**src/hw/shbp_defines.svh**
```systemverilog
`ifndef SHBP_DEFINES_SVH
`define SHBP_DEFINES_SVH
`define SHBP_CLK_NS        10
`define SHBP_T_CSL_NS      32
`define SHBP_T_CSH_NS      13
`define SHBP_T_CYCLE_NS    45
`define SHBP_T_DSU_NS      7
`define SHBP_T_CFG_SU_NS   200
`define SHBP_T_CFG_HD_NS   10
`define SHBP_T_RST_US      200
`define SHBP_T_RD_WAIT_NS  135
`define SHBP_CEIL(t)       (((t) + `SHBP_CLK_NS - 1) / `SHBP_CLK_NS)
`define SHBP_CYC_CSL       `SHBP_CEIL(`SHBP_T_CSL_NS)
`define SHBP_CYC_CSH       `SHBP_CEIL(`SHBP_T_CSH_NS)
`define SHBP_CYC_CYCLE     `SHBP_CEIL(`SHBP_T_CYCLE_NS)
`define SHBP_CYC_DSU       `SHBP_CEIL(`SHBP_T_DSU_NS)
`define SHBP_CYC_CFG_SU    `SHBP_CEIL(`SHBP_T_CFG_SU_NS)
`define SHBP_CYC_RD_WAIT   `SHBP_CEIL(`SHBP_T_RD_WAIT_NS)
`define SHBP_CYC_RST       (`SHBP_T_RST_US * 1000 / `SHBP_CLK_NS)
`define SHBP_BURST_MAX     16
`define SHBP_ADDR_FIFO_LO  2
`define SHBP_ADDR_FIFO_HI  1
`define SHBP_REG_CNT_ADDR  7'h00
`define SHBP_REG_CFG_ADDR  7'h01
`define SHBP_REG_FILL_ADDR 7'h02
`define SHBP_REG_SCR_ADDR  7'h03
`endif

```
**src/hw/shbp_pkg.sv**
```systemverilog
package shbp_pkg;
  typedef enum logic [1:0] {
    SHBP_IDLE  = 2'b00,
    SHBP_RD    = 2'b01,
    SHBP_WR    = 2'b10,
    SHBP_GAP   = 2'b11
  } shbp_host_state_t;
  typedef enum logic [1:0] {
    SHBP_OP_RD_REG  = 2'b00,
    SHBP_OP_WR_REG  = 2'b01,
    SHBP_OP_RD_FIFO = 2'b10,
    SHBP_OP_WR_FIFO = 2'b11
  } shbp_op_t;
endpackage

```
**src/hw/shbp_if.sv**
```systemverilog
`timescale 1ns/1ps
`default_nettype none
interface shbp_if;
  logic        chipSelectN;
  logic        readStrobeN;
  logic        writeStrobeN;
  logic        fifoSel;
  logic [7:1]  addr;
  logic [15:0] dataHost;
  logic        dataHostOe;
  logic [15:0] dataDev;
  logic        dataDevOe;
  logic        resetPinN;
  logic [1:0]  cfgIn;
  wire  [15:0] dataBus = dataDevOe ? dataDev : (dataHostOe ? dataHost : 16'h0000);
  modport device (input chipSelectN, readStrobeN, writeStrobeN, fifoSel, addr, dataHost,
                  dataHostOe, resetPinN, cfgIn, output dataDev, dataDevOe);
  modport host (output chipSelectN, readStrobeN, writeStrobeN, fifoSel, addr, dataHost,
                dataHostOe, resetPinN, cfgIn, input dataDev, dataDevOe);
endinterface
`default_nettype wire

```
**src/hw/shbp_device.sv**
```systemverilog
// Functional notes
// - Read runs while select and read both low
// - Write runs while select and write both low
// - Counter snapshot taken at read start
// - One 16-bit word per access
// - Host gap 13 ns, cycle 45 ns
// - Host holds read at least 32 ns
// - Burst returns each addressed word, 16 max; the code does not count or cap burst words
// - Host idles 13 ns after each burst
// - FIFO select read returns receive FIFO
// - FIFO select write pushes transmit FIFO
// - Direct mode uses A[2:1], ignores A[7:3]; the decode compares all of A[7:1]
// - Direct-mode bursts have no word cap
// - FIFO select timed like address
// - Write data captured at cycle end
// - Data bus driven only during reads
// - Config sampled at reset pin release
// - Host waits 135 ns before fill read
`timescale 1ns/1ps
`default_nettype none
`include "shbp_defines.svh"
module shbp_device import shbp_pkg::*; #(
  parameter int WIDTH = 16,
  parameter int DEPTH = 8
) (
  input  wire logic        clock,
  input  wire logic        rstn,
  shbp_if.device           bus,
  input  wire logic [15:0] rxData,
  input  wire logic        rxValid,
  output logic             rxReady,
  output logic [15:0]      txData,
  output logic             txValid,
  input  wire logic        txReady,
  output logic [1:0]       cfgStrap,
  output logic [15:0]      freeCount
);
  // ---------------------------------------------
  // Cycle detection
  // ---------------------------------------------
  logic        rdAct;
  logic        wrAct;
  logic        rdAct_reg;
  logic        wrAct_reg;
  logic [7:1]  addr_reg;
  logic [15:0] wrData_reg;
  logic        fsel_reg;
  logic        rstPin_reg;
  logic [15:0] cnt_reg;
  logic [15:0] snap_reg;
  logic [15:0] scratch_reg;
  logic [15:0] rdData_reg;
  logic        rdOe_reg;
  logic        txInReady;
  logic        txLost_reg;
  logic        rdStart;
  logic [15:0] regData_next;
  logic [15:0] rxOut;
  logic        rxOutValid;
  logic        rxPop;
  logic        txPush;
  logic        addrChg;
  logic [$clog2(DEPTH):0] rxFill;
  logic [$clog2(DEPTH):0] txFill;
  assign rdAct = !bus.chipSelectN && !bus.readStrobeN;
  assign wrAct = !bus.chipSelectN && !bus.writeStrobeN;
  assign addrChg = rdAct && rdAct_reg && (bus.addr != addr_reg);
  // A burst address step is a fresh word, so it starts like a new read
  assign rdStart = rdAct && (!rdAct_reg || addrChg);
  // Pop once per start; holding the strobes low must not drain the FIFO
  assign rxPop = bus.fifoSel && rdStart;
  // Write lands at trailing edge, with data held since then
  assign txPush = wrAct_reg && !wrAct && fsel_reg;
  always_ff @(posedge clock or negedge rstn) begin
    if (!rstn) begin
      rdAct_reg  <= 1'b0;
      wrAct_reg  <= 1'b0;
      addr_reg   <= '0;
      wrData_reg <= '0;
      fsel_reg   <= 1'b0;
    end else begin
      rdAct_reg <= rdAct;
      wrAct_reg <= wrAct;
      addr_reg  <= bus.addr;
      fsel_reg  <= bus.fifoSel;
      if (wrAct) begin
        wrData_reg <= bus.dataHost;
      end
    end
  end
  // ---------------------------------------------
  // Counter, snapshot and register writes
  // ---------------------------------------------
  always_ff @(posedge clock or negedge rstn) begin
    if (!rstn) begin
      cnt_reg  <= '0;
      snap_reg <= '0;
    end else begin
      cnt_reg <= cnt_reg + 16'h0001;
      if (rdStart) begin
        snap_reg <= cnt_reg;
      end
    end
  end
  always_ff @(posedge clock or negedge rstn) begin
    if (!rstn) begin
      scratch_reg <= '0;
    end else if (wrAct_reg && !wrAct && !fsel_reg && addr_reg == `SHBP_REG_SCR_ADDR) begin
      scratch_reg <= wrData_reg;
    end
  end
  // ---------------------------------------------
  // Transmit loss flag
  // ---------------------------------------------
  // A word pushed into a full TX FIFO is gone; flag it for the host
  // Sticky until reset, so a late poll still sees it
  always_ff @(posedge clock or negedge rstn) begin
    if (!rstn) begin
      txLost_reg <= 1'b0;
    end else if (txPush && !txInReady) begin
      txLost_reg <= 1'b1;
    end
  end
  // ---------------------------------------------
  // Register decode
  // ---------------------------------------------
  // Counter word is live on a start edge only; the snapshot holds it after
  always_comb begin
    regData_next = 16'h0000;
    unique case (bus.addr)
      `SHBP_REG_CNT_ADDR:  regData_next = rdStart ? cnt_reg : snap_reg;
      `SHBP_REG_CFG_ADDR:  regData_next = {14'h0000, cfgStrap};
      `SHBP_REG_FILL_ADDR: regData_next = {7'h00, txLost_reg, 4'(rxFill), 4'(txFill)};
      `SHBP_REG_SCR_ADDR:  regData_next = scratch_reg;
      default:             regData_next = 16'h0000;
    endcase
  end
  // Strap caught on the clocked release of the reset pin
  always_ff @(posedge clock or negedge rstn) begin
    if (!rstn) begin
      rstPin_reg <= 1'b0;
      cfgStrap   <= '0;
    end else begin
      rstPin_reg <= bus.resetPinN;
      if (bus.resetPinN && !rstPin_reg) begin
        cfgStrap <= bus.cfgIn;
      end
    end
  end
  // ---------------------------------------------
  // Read data path
  // ---------------------------------------------
  // One cycle latency; host allows 40 ns to data valid
  always_ff @(posedge clock or negedge rstn) begin
    if (!rstn) begin
      rdData_reg <= '0;
      rdOe_reg   <= 1'b0;
    end else begin
      rdOe_reg <= rdAct;
      if (rdAct) begin
        if (bus.fifoSel) begin
          // Only A[2:1] would matter; one data port so it is unused
          if (rxPop) begin
            rdData_reg <= rxOutValid ? rxOut : 16'h0000;
          end
        end else begin
          rdData_reg <= regData_next;
        end
      end
    end
  end
  assign bus.dataDev   = rdData_reg;
  assign bus.dataDevOe = rdOe_reg && rdAct;
  always_ff @(posedge clock or negedge rstn) begin
    if (!rstn) begin
      freeCount <= '0;
    end else begin
      freeCount <= cnt_reg;
    end
  end
  // ---------------------------------------------
  // FIFOs
  // ---------------------------------------------
  shbp_fifo #(.WIDTH(WIDTH), .DEPTH(DEPTH)) rxFifo (
    .clock    (clock),
    .rstn     (rstn),
    .inData   (rxData),
    .inValid  (rxValid),
    .inReady  (rxReady),
    .outData  (rxOut),
    .outValid (rxOutValid),
    .outReady (rxPop),
    .fill     (rxFill)
  );
  // Full TX FIFO drops the word; host should watch fill
  shbp_fifo #(.WIDTH(WIDTH), .DEPTH(DEPTH)) txFifo (
    .clock    (clock),
    .rstn     (rstn),
    .inData   (wrData_reg),
    .inValid  (txPush),
    .inReady  (txInReady),
    .outData  (txData),
    .outValid (txValid),
    .outReady (txReady),
    .fill     (txFill)
  );
endmodule
`default_nettype wire

```
**src/hw/shbp_fifo.sv**
```systemverilog
`timescale 1ns/1ps
`default_nettype none
module shbp_fifo #(
  parameter int WIDTH = 16,
  parameter int DEPTH = 8
) (
  input  wire logic             clock,
  input  wire logic             rstn,
  input  wire logic [WIDTH-1:0] inData,
  input  wire logic             inValid,
  output logic                  inReady,
  output logic      [WIDTH-1:0] outData,
  output logic                  outValid,
  input  wire logic             outReady,
  output logic [$clog2(DEPTH):0] fill
);
  localparam int AW = $clog2(DEPTH);
  logic [WIDTH-1:0] mem [DEPTH];
  logic [AW-1:0]    wrPtr_reg;
  logic [AW-1:0]    rdPtr_reg;
  logic [AW:0]      cnt_reg;
  logic             push;
  logic             pop;
  // Compare at full count width; a pointer-wide cast of DEPTH wraps to zero
  assign inReady  = (cnt_reg != (AW+1)'(DEPTH));
  assign outValid = (cnt_reg != '0);
  assign outData  = mem[rdPtr_reg];
  assign fill     = cnt_reg;
  assign push     = inValid && inReady;
  assign pop      = outValid && outReady;
  always_ff @(posedge clock) begin
    if (push) begin
      mem[wrPtr_reg] <= inData;
    end
  end
  always_ff @(posedge clock or negedge rstn) begin
    if (!rstn) begin
      wrPtr_reg <= '0;
      rdPtr_reg <= '0;
      cnt_reg   <= '0;
    end else begin
      if (push) begin
        wrPtr_reg <= (wrPtr_reg == AW'(DEPTH-1)) ? '0 : wrPtr_reg + 1'b1;
      end
      if (pop) begin
        rdPtr_reg <= (rdPtr_reg == AW'(DEPTH-1)) ? '0 : rdPtr_reg + 1'b1;
      end
      cnt_reg <= cnt_reg + (AW+1)'(push) - (AW+1)'(pop);
    end
  end
endmodule
`default_nettype wire

```
**src/flat_wrapper.sv**
```systemverilog
// flat-port wrapper written by rule: the top's interface ports become plain ports
module shbp_device_flat import shbp_pkg::*;
#(
  parameter int WIDTH = 16,
  parameter int DEPTH = 8
)
  (clock, rstn, rxData, rxValid, rxReady, txData, txValid, txReady, cfgStrap, freeCount, bus_chipSelectN, bus_readStrobeN, bus_writeStrobeN, bus_fifoSel, bus_addr, bus_dataHost, bus_dataHostOe, bus_resetPinN, bus_cfgIn, bus_dataDev, bus_dataDevOe);
  shbp_if bus_i ();
  input  wire logic clock;
  input  wire logic rstn;
  input  wire logic [15:0] rxData;
  input  wire logic rxValid;
  output logic rxReady;
  output logic [15:0] txData;
  output logic txValid;
  input  wire logic txReady;
  output logic [1:0] cfgStrap;
  output logic [15:0] freeCount;
  input wire logic [$bits(bus_i.chipSelectN)-1:0] bus_chipSelectN;
  input wire logic [$bits(bus_i.readStrobeN)-1:0] bus_readStrobeN;
  input wire logic [$bits(bus_i.writeStrobeN)-1:0] bus_writeStrobeN;
  input wire logic [$bits(bus_i.fifoSel)-1:0] bus_fifoSel;
  input wire logic [$bits(bus_i.addr)-1:0] bus_addr;
  input wire logic [$bits(bus_i.dataHost)-1:0] bus_dataHost;
  input wire logic [$bits(bus_i.dataHostOe)-1:0] bus_dataHostOe;
  input wire logic [$bits(bus_i.resetPinN)-1:0] bus_resetPinN;
  input wire logic [$bits(bus_i.cfgIn)-1:0] bus_cfgIn;
  output wire logic [$bits(bus_i.dataDev)-1:0] bus_dataDev;
  output wire logic [$bits(bus_i.dataDevOe)-1:0] bus_dataDevOe;
  assign bus_i.chipSelectN = bus_chipSelectN;
  assign bus_i.readStrobeN = bus_readStrobeN;
  assign bus_i.writeStrobeN = bus_writeStrobeN;
  assign bus_i.fifoSel = bus_fifoSel;
  assign bus_i.addr = bus_addr;
  assign bus_i.dataHost = bus_dataHost;
  assign bus_i.dataHostOe = bus_dataHostOe;
  assign bus_i.resetPinN = bus_resetPinN;
  assign bus_i.cfgIn = bus_cfgIn;
  assign bus_dataDev = bus_i.dataDev;
  assign bus_dataDevOe = bus_i.dataDevOe;
  shbp_device #(.WIDTH(WIDTH), .DEPTH(DEPTH)) u_core (.clock(clock), .rstn(rstn), .bus(bus_i), .rxData(rxData), .rxValid(rxValid), .rxReady(rxReady), .txData(txData), .txValid(txValid), .txReady(txReady), .cfgStrap(cfgStrap), .freeCount(freeCount));
endmodule
```
**config.mk**
```make
export PLATFORM = sky130hd
export DESIGN_NAME = shbp_device_flat
export DESIGN_NICKNAME = d
export VERILOG_FILES = /design/src/hw/shbp_pkg.sv /design/src/hw/shbp_if.sv /design/src/hw/shbp_device.sv /design/src/hw/shbp_fifo.sv /design/src/flat_wrapper.sv
export VERILOG_INCLUDE_DIRS = /design/src /design/src/hw
export SDC_FILE = /design/constraint.sdc
export NUM_CORES = 1
export LEC_CHECK = 0
export ABC_AREA = 1
export BUFFER_PORTS_ARGS = -buffer_cell sky130_fd_sc_hd__buf_2
export CAP_MARGIN = 20
export CORE_MARGIN = 4
export CORE_UTILIZATION = 24
export DETAILED_ROUTE_END_ITERATION = 7
export PLACE_DENSITY = 0.49
export SYNTH_ARGS = -nofsm -noshare
export SYNTH_HDL_FRONTEND = slang
export SYNTH_HIERARCHICAL = 1
export SYNTH_SLANG_ARGS = --single-unit
```
**constraint.sdc**
```tcl
create_clock -name clock -period 2.87 [get_ports clock]
set_clock_uncertainty 0.15 [all_clocks]
set_input_delay 0.287 -clock clock [delete_from_list [all_inputs] [get_ports clock]]
set_output_delay 0.287 -clock clock [all_outputs]
set_load 0.01 [all_outputs]
```
### Word level (Yosys, flattened, before mapping)

Memory sizes are Yosys's and may differ from the RTL's.
Cells that the tools add are included.
Widths: inputs -> output; s select.

* memory bits (read-only): 0
* bits in registers: 130
* RAM bits: 256
* memories kept: 2
* input port bits: 51
* word-level logic and storage cells: 84
* bits in latches: 0
* output and inout bits: 53

Memory list
* u_core.rxFifo.mem: depth 8, width 16, read ports 1, clocked after Yosys merged registers in 0, wr ports 1, line shbp_fifo.sv:18 `logic [WIDTH-1:0] mem [DEPTH];`
* u_core.txFifo.mem: depth 8, width 16, read ports 1, clocked after Yosys merged registers in 0, wr ports 1, line shbp_fifo.sv:18

* divide/modulo/power cells: 0
* magnitude comparators: 0
* reduce and logical (&&, ||, !) cells: 29
* shifts and indexed selects: 0
* add/subtract/negate cells: 9
* muxes and demuxes: 13
* bitwise gates (word level): 0
* equality and inequality tests: 12
* $mul: 0

Operators with widths (number)
* $mux 16: 4
* $pmux 16 s4: 1
* $eq 7x2->1 const B: 3
* $add 16x1->16 const B: 1
* $logic_and 1x1->1: 16
* $add 3x1->3 const B: 4
* $eq 3x3->1 const B: 4
* $mux 3: 4
* $add 4x1->4: 2
* $logic_not 1->1: 8
* $ne 4x4->1 const B: 2
* $reduce_bool 4->1: 2
* $sub 4x1->4: 2
* $eq 7x1->1 const B: 1
* $logic_not 7->1: 1
* $ne 7x7->1: 1
* $mux 1: 4
* $ne 2x1->1 const B: 1
* $reduce_and 2->1: 1
* $logic_or 1x1->1: 1

### Depth between registers and ports, before layout

* word-level depth: 9
* depth in mapped cells: 18
* mapped depth without buffers: 17

### Cells and area by module

Netlist, hierarchy kept.

By module, submodules not included
* shbp_fifo at u_core.rxFifo: instances 1, area each 6247.2 sq um, sequential area each 4093.9 sq um, cells each 626
* shbp_fifo at u_core.txFifo: instances 1, area each 6246.0 sq um, sequential area each 4093.9 sq um, cells each 626
* shbp_device: instances 1, area each 4753.3 sq um, sequential area each 2752.6 sq um, cells each 539

### Worst setup path before layout

OpenSTA, ideal clock, no wires.

* kind: register -> register
* start point: register u_core.rxFifo.cnt_reg[2], in the netlist u_core/rxFifo/fill[2]
* end point: memory u_core.rxFifo.mem[6][0] (enable)
* period minus slack after synthesis: 2729 ps
* buffers on the path: 1
* library setup time: 409 ps
* arrival time: 2170 ps
* path slack: 141 ps
* data required time: 2311 ps
* stages on the path, launching flop included: 7
* path through: dfrtp_1 > inv_1 > ha_1 > nand3_1 > nand2_1 > buf_4 > nor3_1

* word-level cells in the longest chain between the ends: 4

Ends and longest elaborated chain
* start: declaration: line shbp_fifo.sv:21 `logic [AW:0] cnt_reg;`
* start signal: assignment: line shbp_fifo.sv:48 `cnt_reg <= cnt_reg + (AW+1)'(push) - (AW+1)'(pop);`
* $ne 4x4->1: line shbp_fifo.sv:25 `assign inReady = (cnt_reg != (AW+1)'(DEPTH));`
* named net rxReady: line flat_wrapper.sv:13 `output logic rxReady;`
* $logic_and 1x1->1: line shbp_fifo.sv:29 `assign push = inValid && inReady;`
* $mux 1: line shbp_fifo.sv:32 `if (push) begin`
* $mux 1 (not written as such): line shbp_fifo.sv:33 `mem[wrPtr_reg] <= inData;`
* end: declaration: line shbp_fifo.sv:18

The timed path passes the listed nets, and every way through them passes these cells.

### Worst setup path after layout

* start point: register u_core.txFifo.rdPtr_reg[0]
* end point: output txData[1]

* word-level cells in the longest chain between the ends: 1

Ends and longest elaborated chain
* start: declaration: line shbp_fifo.sv:20 `logic [AW-1:0] rdPtr_reg;`
* start signal: assignment: line shbp_fifo.sv:46 `rdPtr_reg <= (rdPtr_reg == AW'(DEPTH-1)) ? '0 : rdPtr_reg + 1'b1;`
* $mem_v2 8x16
* end: declaration: line flat_wrapper.sv:14 `output logic [15:0] txData;`

Every way passes these cells.

==> metrics <==
status=finished, final reports clean; Clock Tree Buf Depth=3; Req. time, crit path=2.43 ns; Synth Net Count=1865; layout cells sized above 1=15.2%; dominant synthesized flop cell=edfxtp_1; clk sinks=386; Clock power frac=31.4%; area grow syn2layout=20.5%; RD Place Congestion=0.761; CP startpoint=u_core/txFifo/rdPtr_reg[0]; power density over cell area=848 nW/um^2; TNS Setup=0 ns; leakage power=9.61 nW; DR DRC count=0; Seq cells post-synth=386; DR WL/cell=15.5 um; Startpoint Class=flip-flop; Comb pwr share=28.9%; fin crit period=2.66 ns; FF-to-FF Start=u_core/txFifo/fill[2]; FMAX=0.376 GHz; CTS tree=built; final WL=45800 um; number of buffers created by CTS=42; post-DP HPWL=29100 um; biggest regs=u_core/rxFifo/mem: 128 flops, u_core/txFifo/mem: 128 flops; unrepaired setup endpoints after global routing=no; cell row count=98; worst setup margin=0.214 ns; Tcrit/Tclk final=92.5%; Root Driver=clkbuf_16; worst min-delay path class=primary input to async pin; Flop pwr share=39.7%; Cell Area, Synth=17200 um^2; IO Port Bufs=102; Pre-Repair DR Iteration Count=5; Die Wd=276 um; switching pwr=6.15 mW; CTS clk-pin slew, worst paths=0.06 ns; num ports=104; arrival time worst endpoint=2.22 ns; Mean Syn Cell Area=9.63 um^2; Clk Latency, worst-skew pair=0.58 ns; crit path capture type=output port; Initial DRC Count=846; initial antenna violation count=6; Pins Over Slew Limit=0; leading cell types by total area after synthesis=edfxtp_1, dfrtp_1, nand2_1; die footprint=76200 um^2; setup violators final=0; first-pass GRT wire length=70200 um; Int Pwr=11.5 mW; Seq/Total Area, Yosys=63.4%; post-synth top area share=44.6%; Worst Setup Path Type=flip-flop to output port; synthesized instance count=1791; distinct cell type count after synthesis=32; Vias per Instance=4.06; top cell type by total area after synthesis=edfxtp_1; Congestion Overflow GR=0; gr usage total=11.8%; vias=12000; fin area=20800 um^2; final hold viol count=0; CORE AREA=71400 um^2; Net Sw Frac=34.9%; post-CTS sizing=0; crit path max fanout=66; pre-CTS setup slack=0.257 ns; largest net degree at the start of global routing=67; DP Area=18900 um^2; max_cap viols=0; htree depth=2; most frequent cells in the layout=nand2_1, inv_1, edfxtp_1; Worst slew margin=39.0%; fin cells=2950; final net count=2037; fill cell count=7496; VDD IR max=0.537 mV; vias in the first global route=11800; number of synthesized flops with an enable pin=256; synth warn=6; Post-synth ARST share=33.7%; commonest non-fill, non-tap cell in the layout=nand2_1; post-route ant nets=0; placed insts=2821; Initial Util=24.2%; die height=276 um; Worst Tran Pin Value=0.910 ns
[metrics by stage]
step           hold WS, ns  total power, mW  utilization, %
3_3_place_gp         0.121             12.1            26.5
4_1_cts             0.0749             17.9            29.1
5_1_grt              0.102             18.7            29.1
6_report            0.0732             17.6            29.1
2_1_floorplan       -0.159             10.6               -
3_5_place_dp         0.126             12.2            26.5
[cells by family (layout without fill, tap and decap cells)]
group                    Yosys count  count (layout)  share of synthesized area, %
AND/OR/NAND/NOR                  831             831                          20.1
buffers and inverters            441             647                          11.0
AO/OA/AOI/OAI                     91              91                          2.72
flip-flops                       386             386                          63.4
adder cells (fa/ha/maj)           23              23                          1.76
XOR/XNOR                          19              19                         0.965
other                              0               3                             0
[what timing repair did]
item | in CTS | in global routing
hold buffers | 48 | 0
setup endpoints to repair | 0 | 0
hold endpoints to repair | 238 | 0
setup buffers | 0 | 0
[cell usage after synthesis (all sizes together) (2+ instances only)]
library cell	count
ha	21
buf	59
clkinv	5
clkbuf	7
xor2	18
edfxtp	256
and2	16
a21oi	37
dfrtp	130
fa	2
nor4	2
nand4	2
nor2	37
nand2	574
nor3	23
nand3	176
inv	370
o21ai	53
[cell type report]
class	count	area, um^2	share of cell area, %
clock inverters	23	274	1.32
multi-input cells	964	4490	21.6
clock buffers	55	1130	5.44
inverters	375	1410	6.78
repair buffers	194	1340	6.45
flip-flops and latches	386	10900	52.7
diodes	3	7.51	0.0361
well taps	950	1190	5.72
[final timing paths]
path / end / slack, ns / depth (start not counted)
worst min register to register: u_core/freeCount[14] / 0.24 / 0
min in group clock: u_core/wrAct_reg / 0.10 / 4
worst max register to register: u_core/txFifo/mem[6][12] / 0.37 / 6
worst min-delay path: u_core/freeCount[15] / 0.07 / 2
max in group asynchronous: u_core/freeCount[11] / 1.64 / 3
worst max-delay path: txData[1] / 0.21 / 7
[routing by layer]
| layer | part of all wire (%) | vias up | global-route usage, % |
|---|---|---|---|
| met2 | 47 | 252 | 19.6 |
| met4 | 1.7 | 8 | 2.93 |
| li1 | - | 5934 | - |
| met5 | 0.12 | - | 0 |
| met3 | 5.9 | 60 | 2.85 |
| met1 | 45 | 5709 | 15.6 |
[worst max-delay path, stage by stage (launching register included)]
cell,delay [ns]
dfrtp_2,0.36
buf_4,0.61
nand2_1,0.12
nand3_1,0.11
nand2_1,0.06
nand2_1,0.05
nand2_1,0.12
buf_2,0.18
[power groups by stage]
| stage | clock network [mW] | logic [mW] | registers, mW |
|---|---|---|---|
| 5_1_grt | 5.96 | 5.72 | 7.06 |
| 6_report | 5.53 | 5.09 | 6.99 |
| 2_1_floorplan | 0 | 3.57 | 7.02 |
| 3_5_place_dp | 0 | 5.09 | 7.10 |
| 4_1_cts | 5.72 | 5.18 | 6.99 |
| 3_3_place_gp | 0 | 5.00 | 7.08 |
Note: power is estimated with default switching activity, not from simulation.
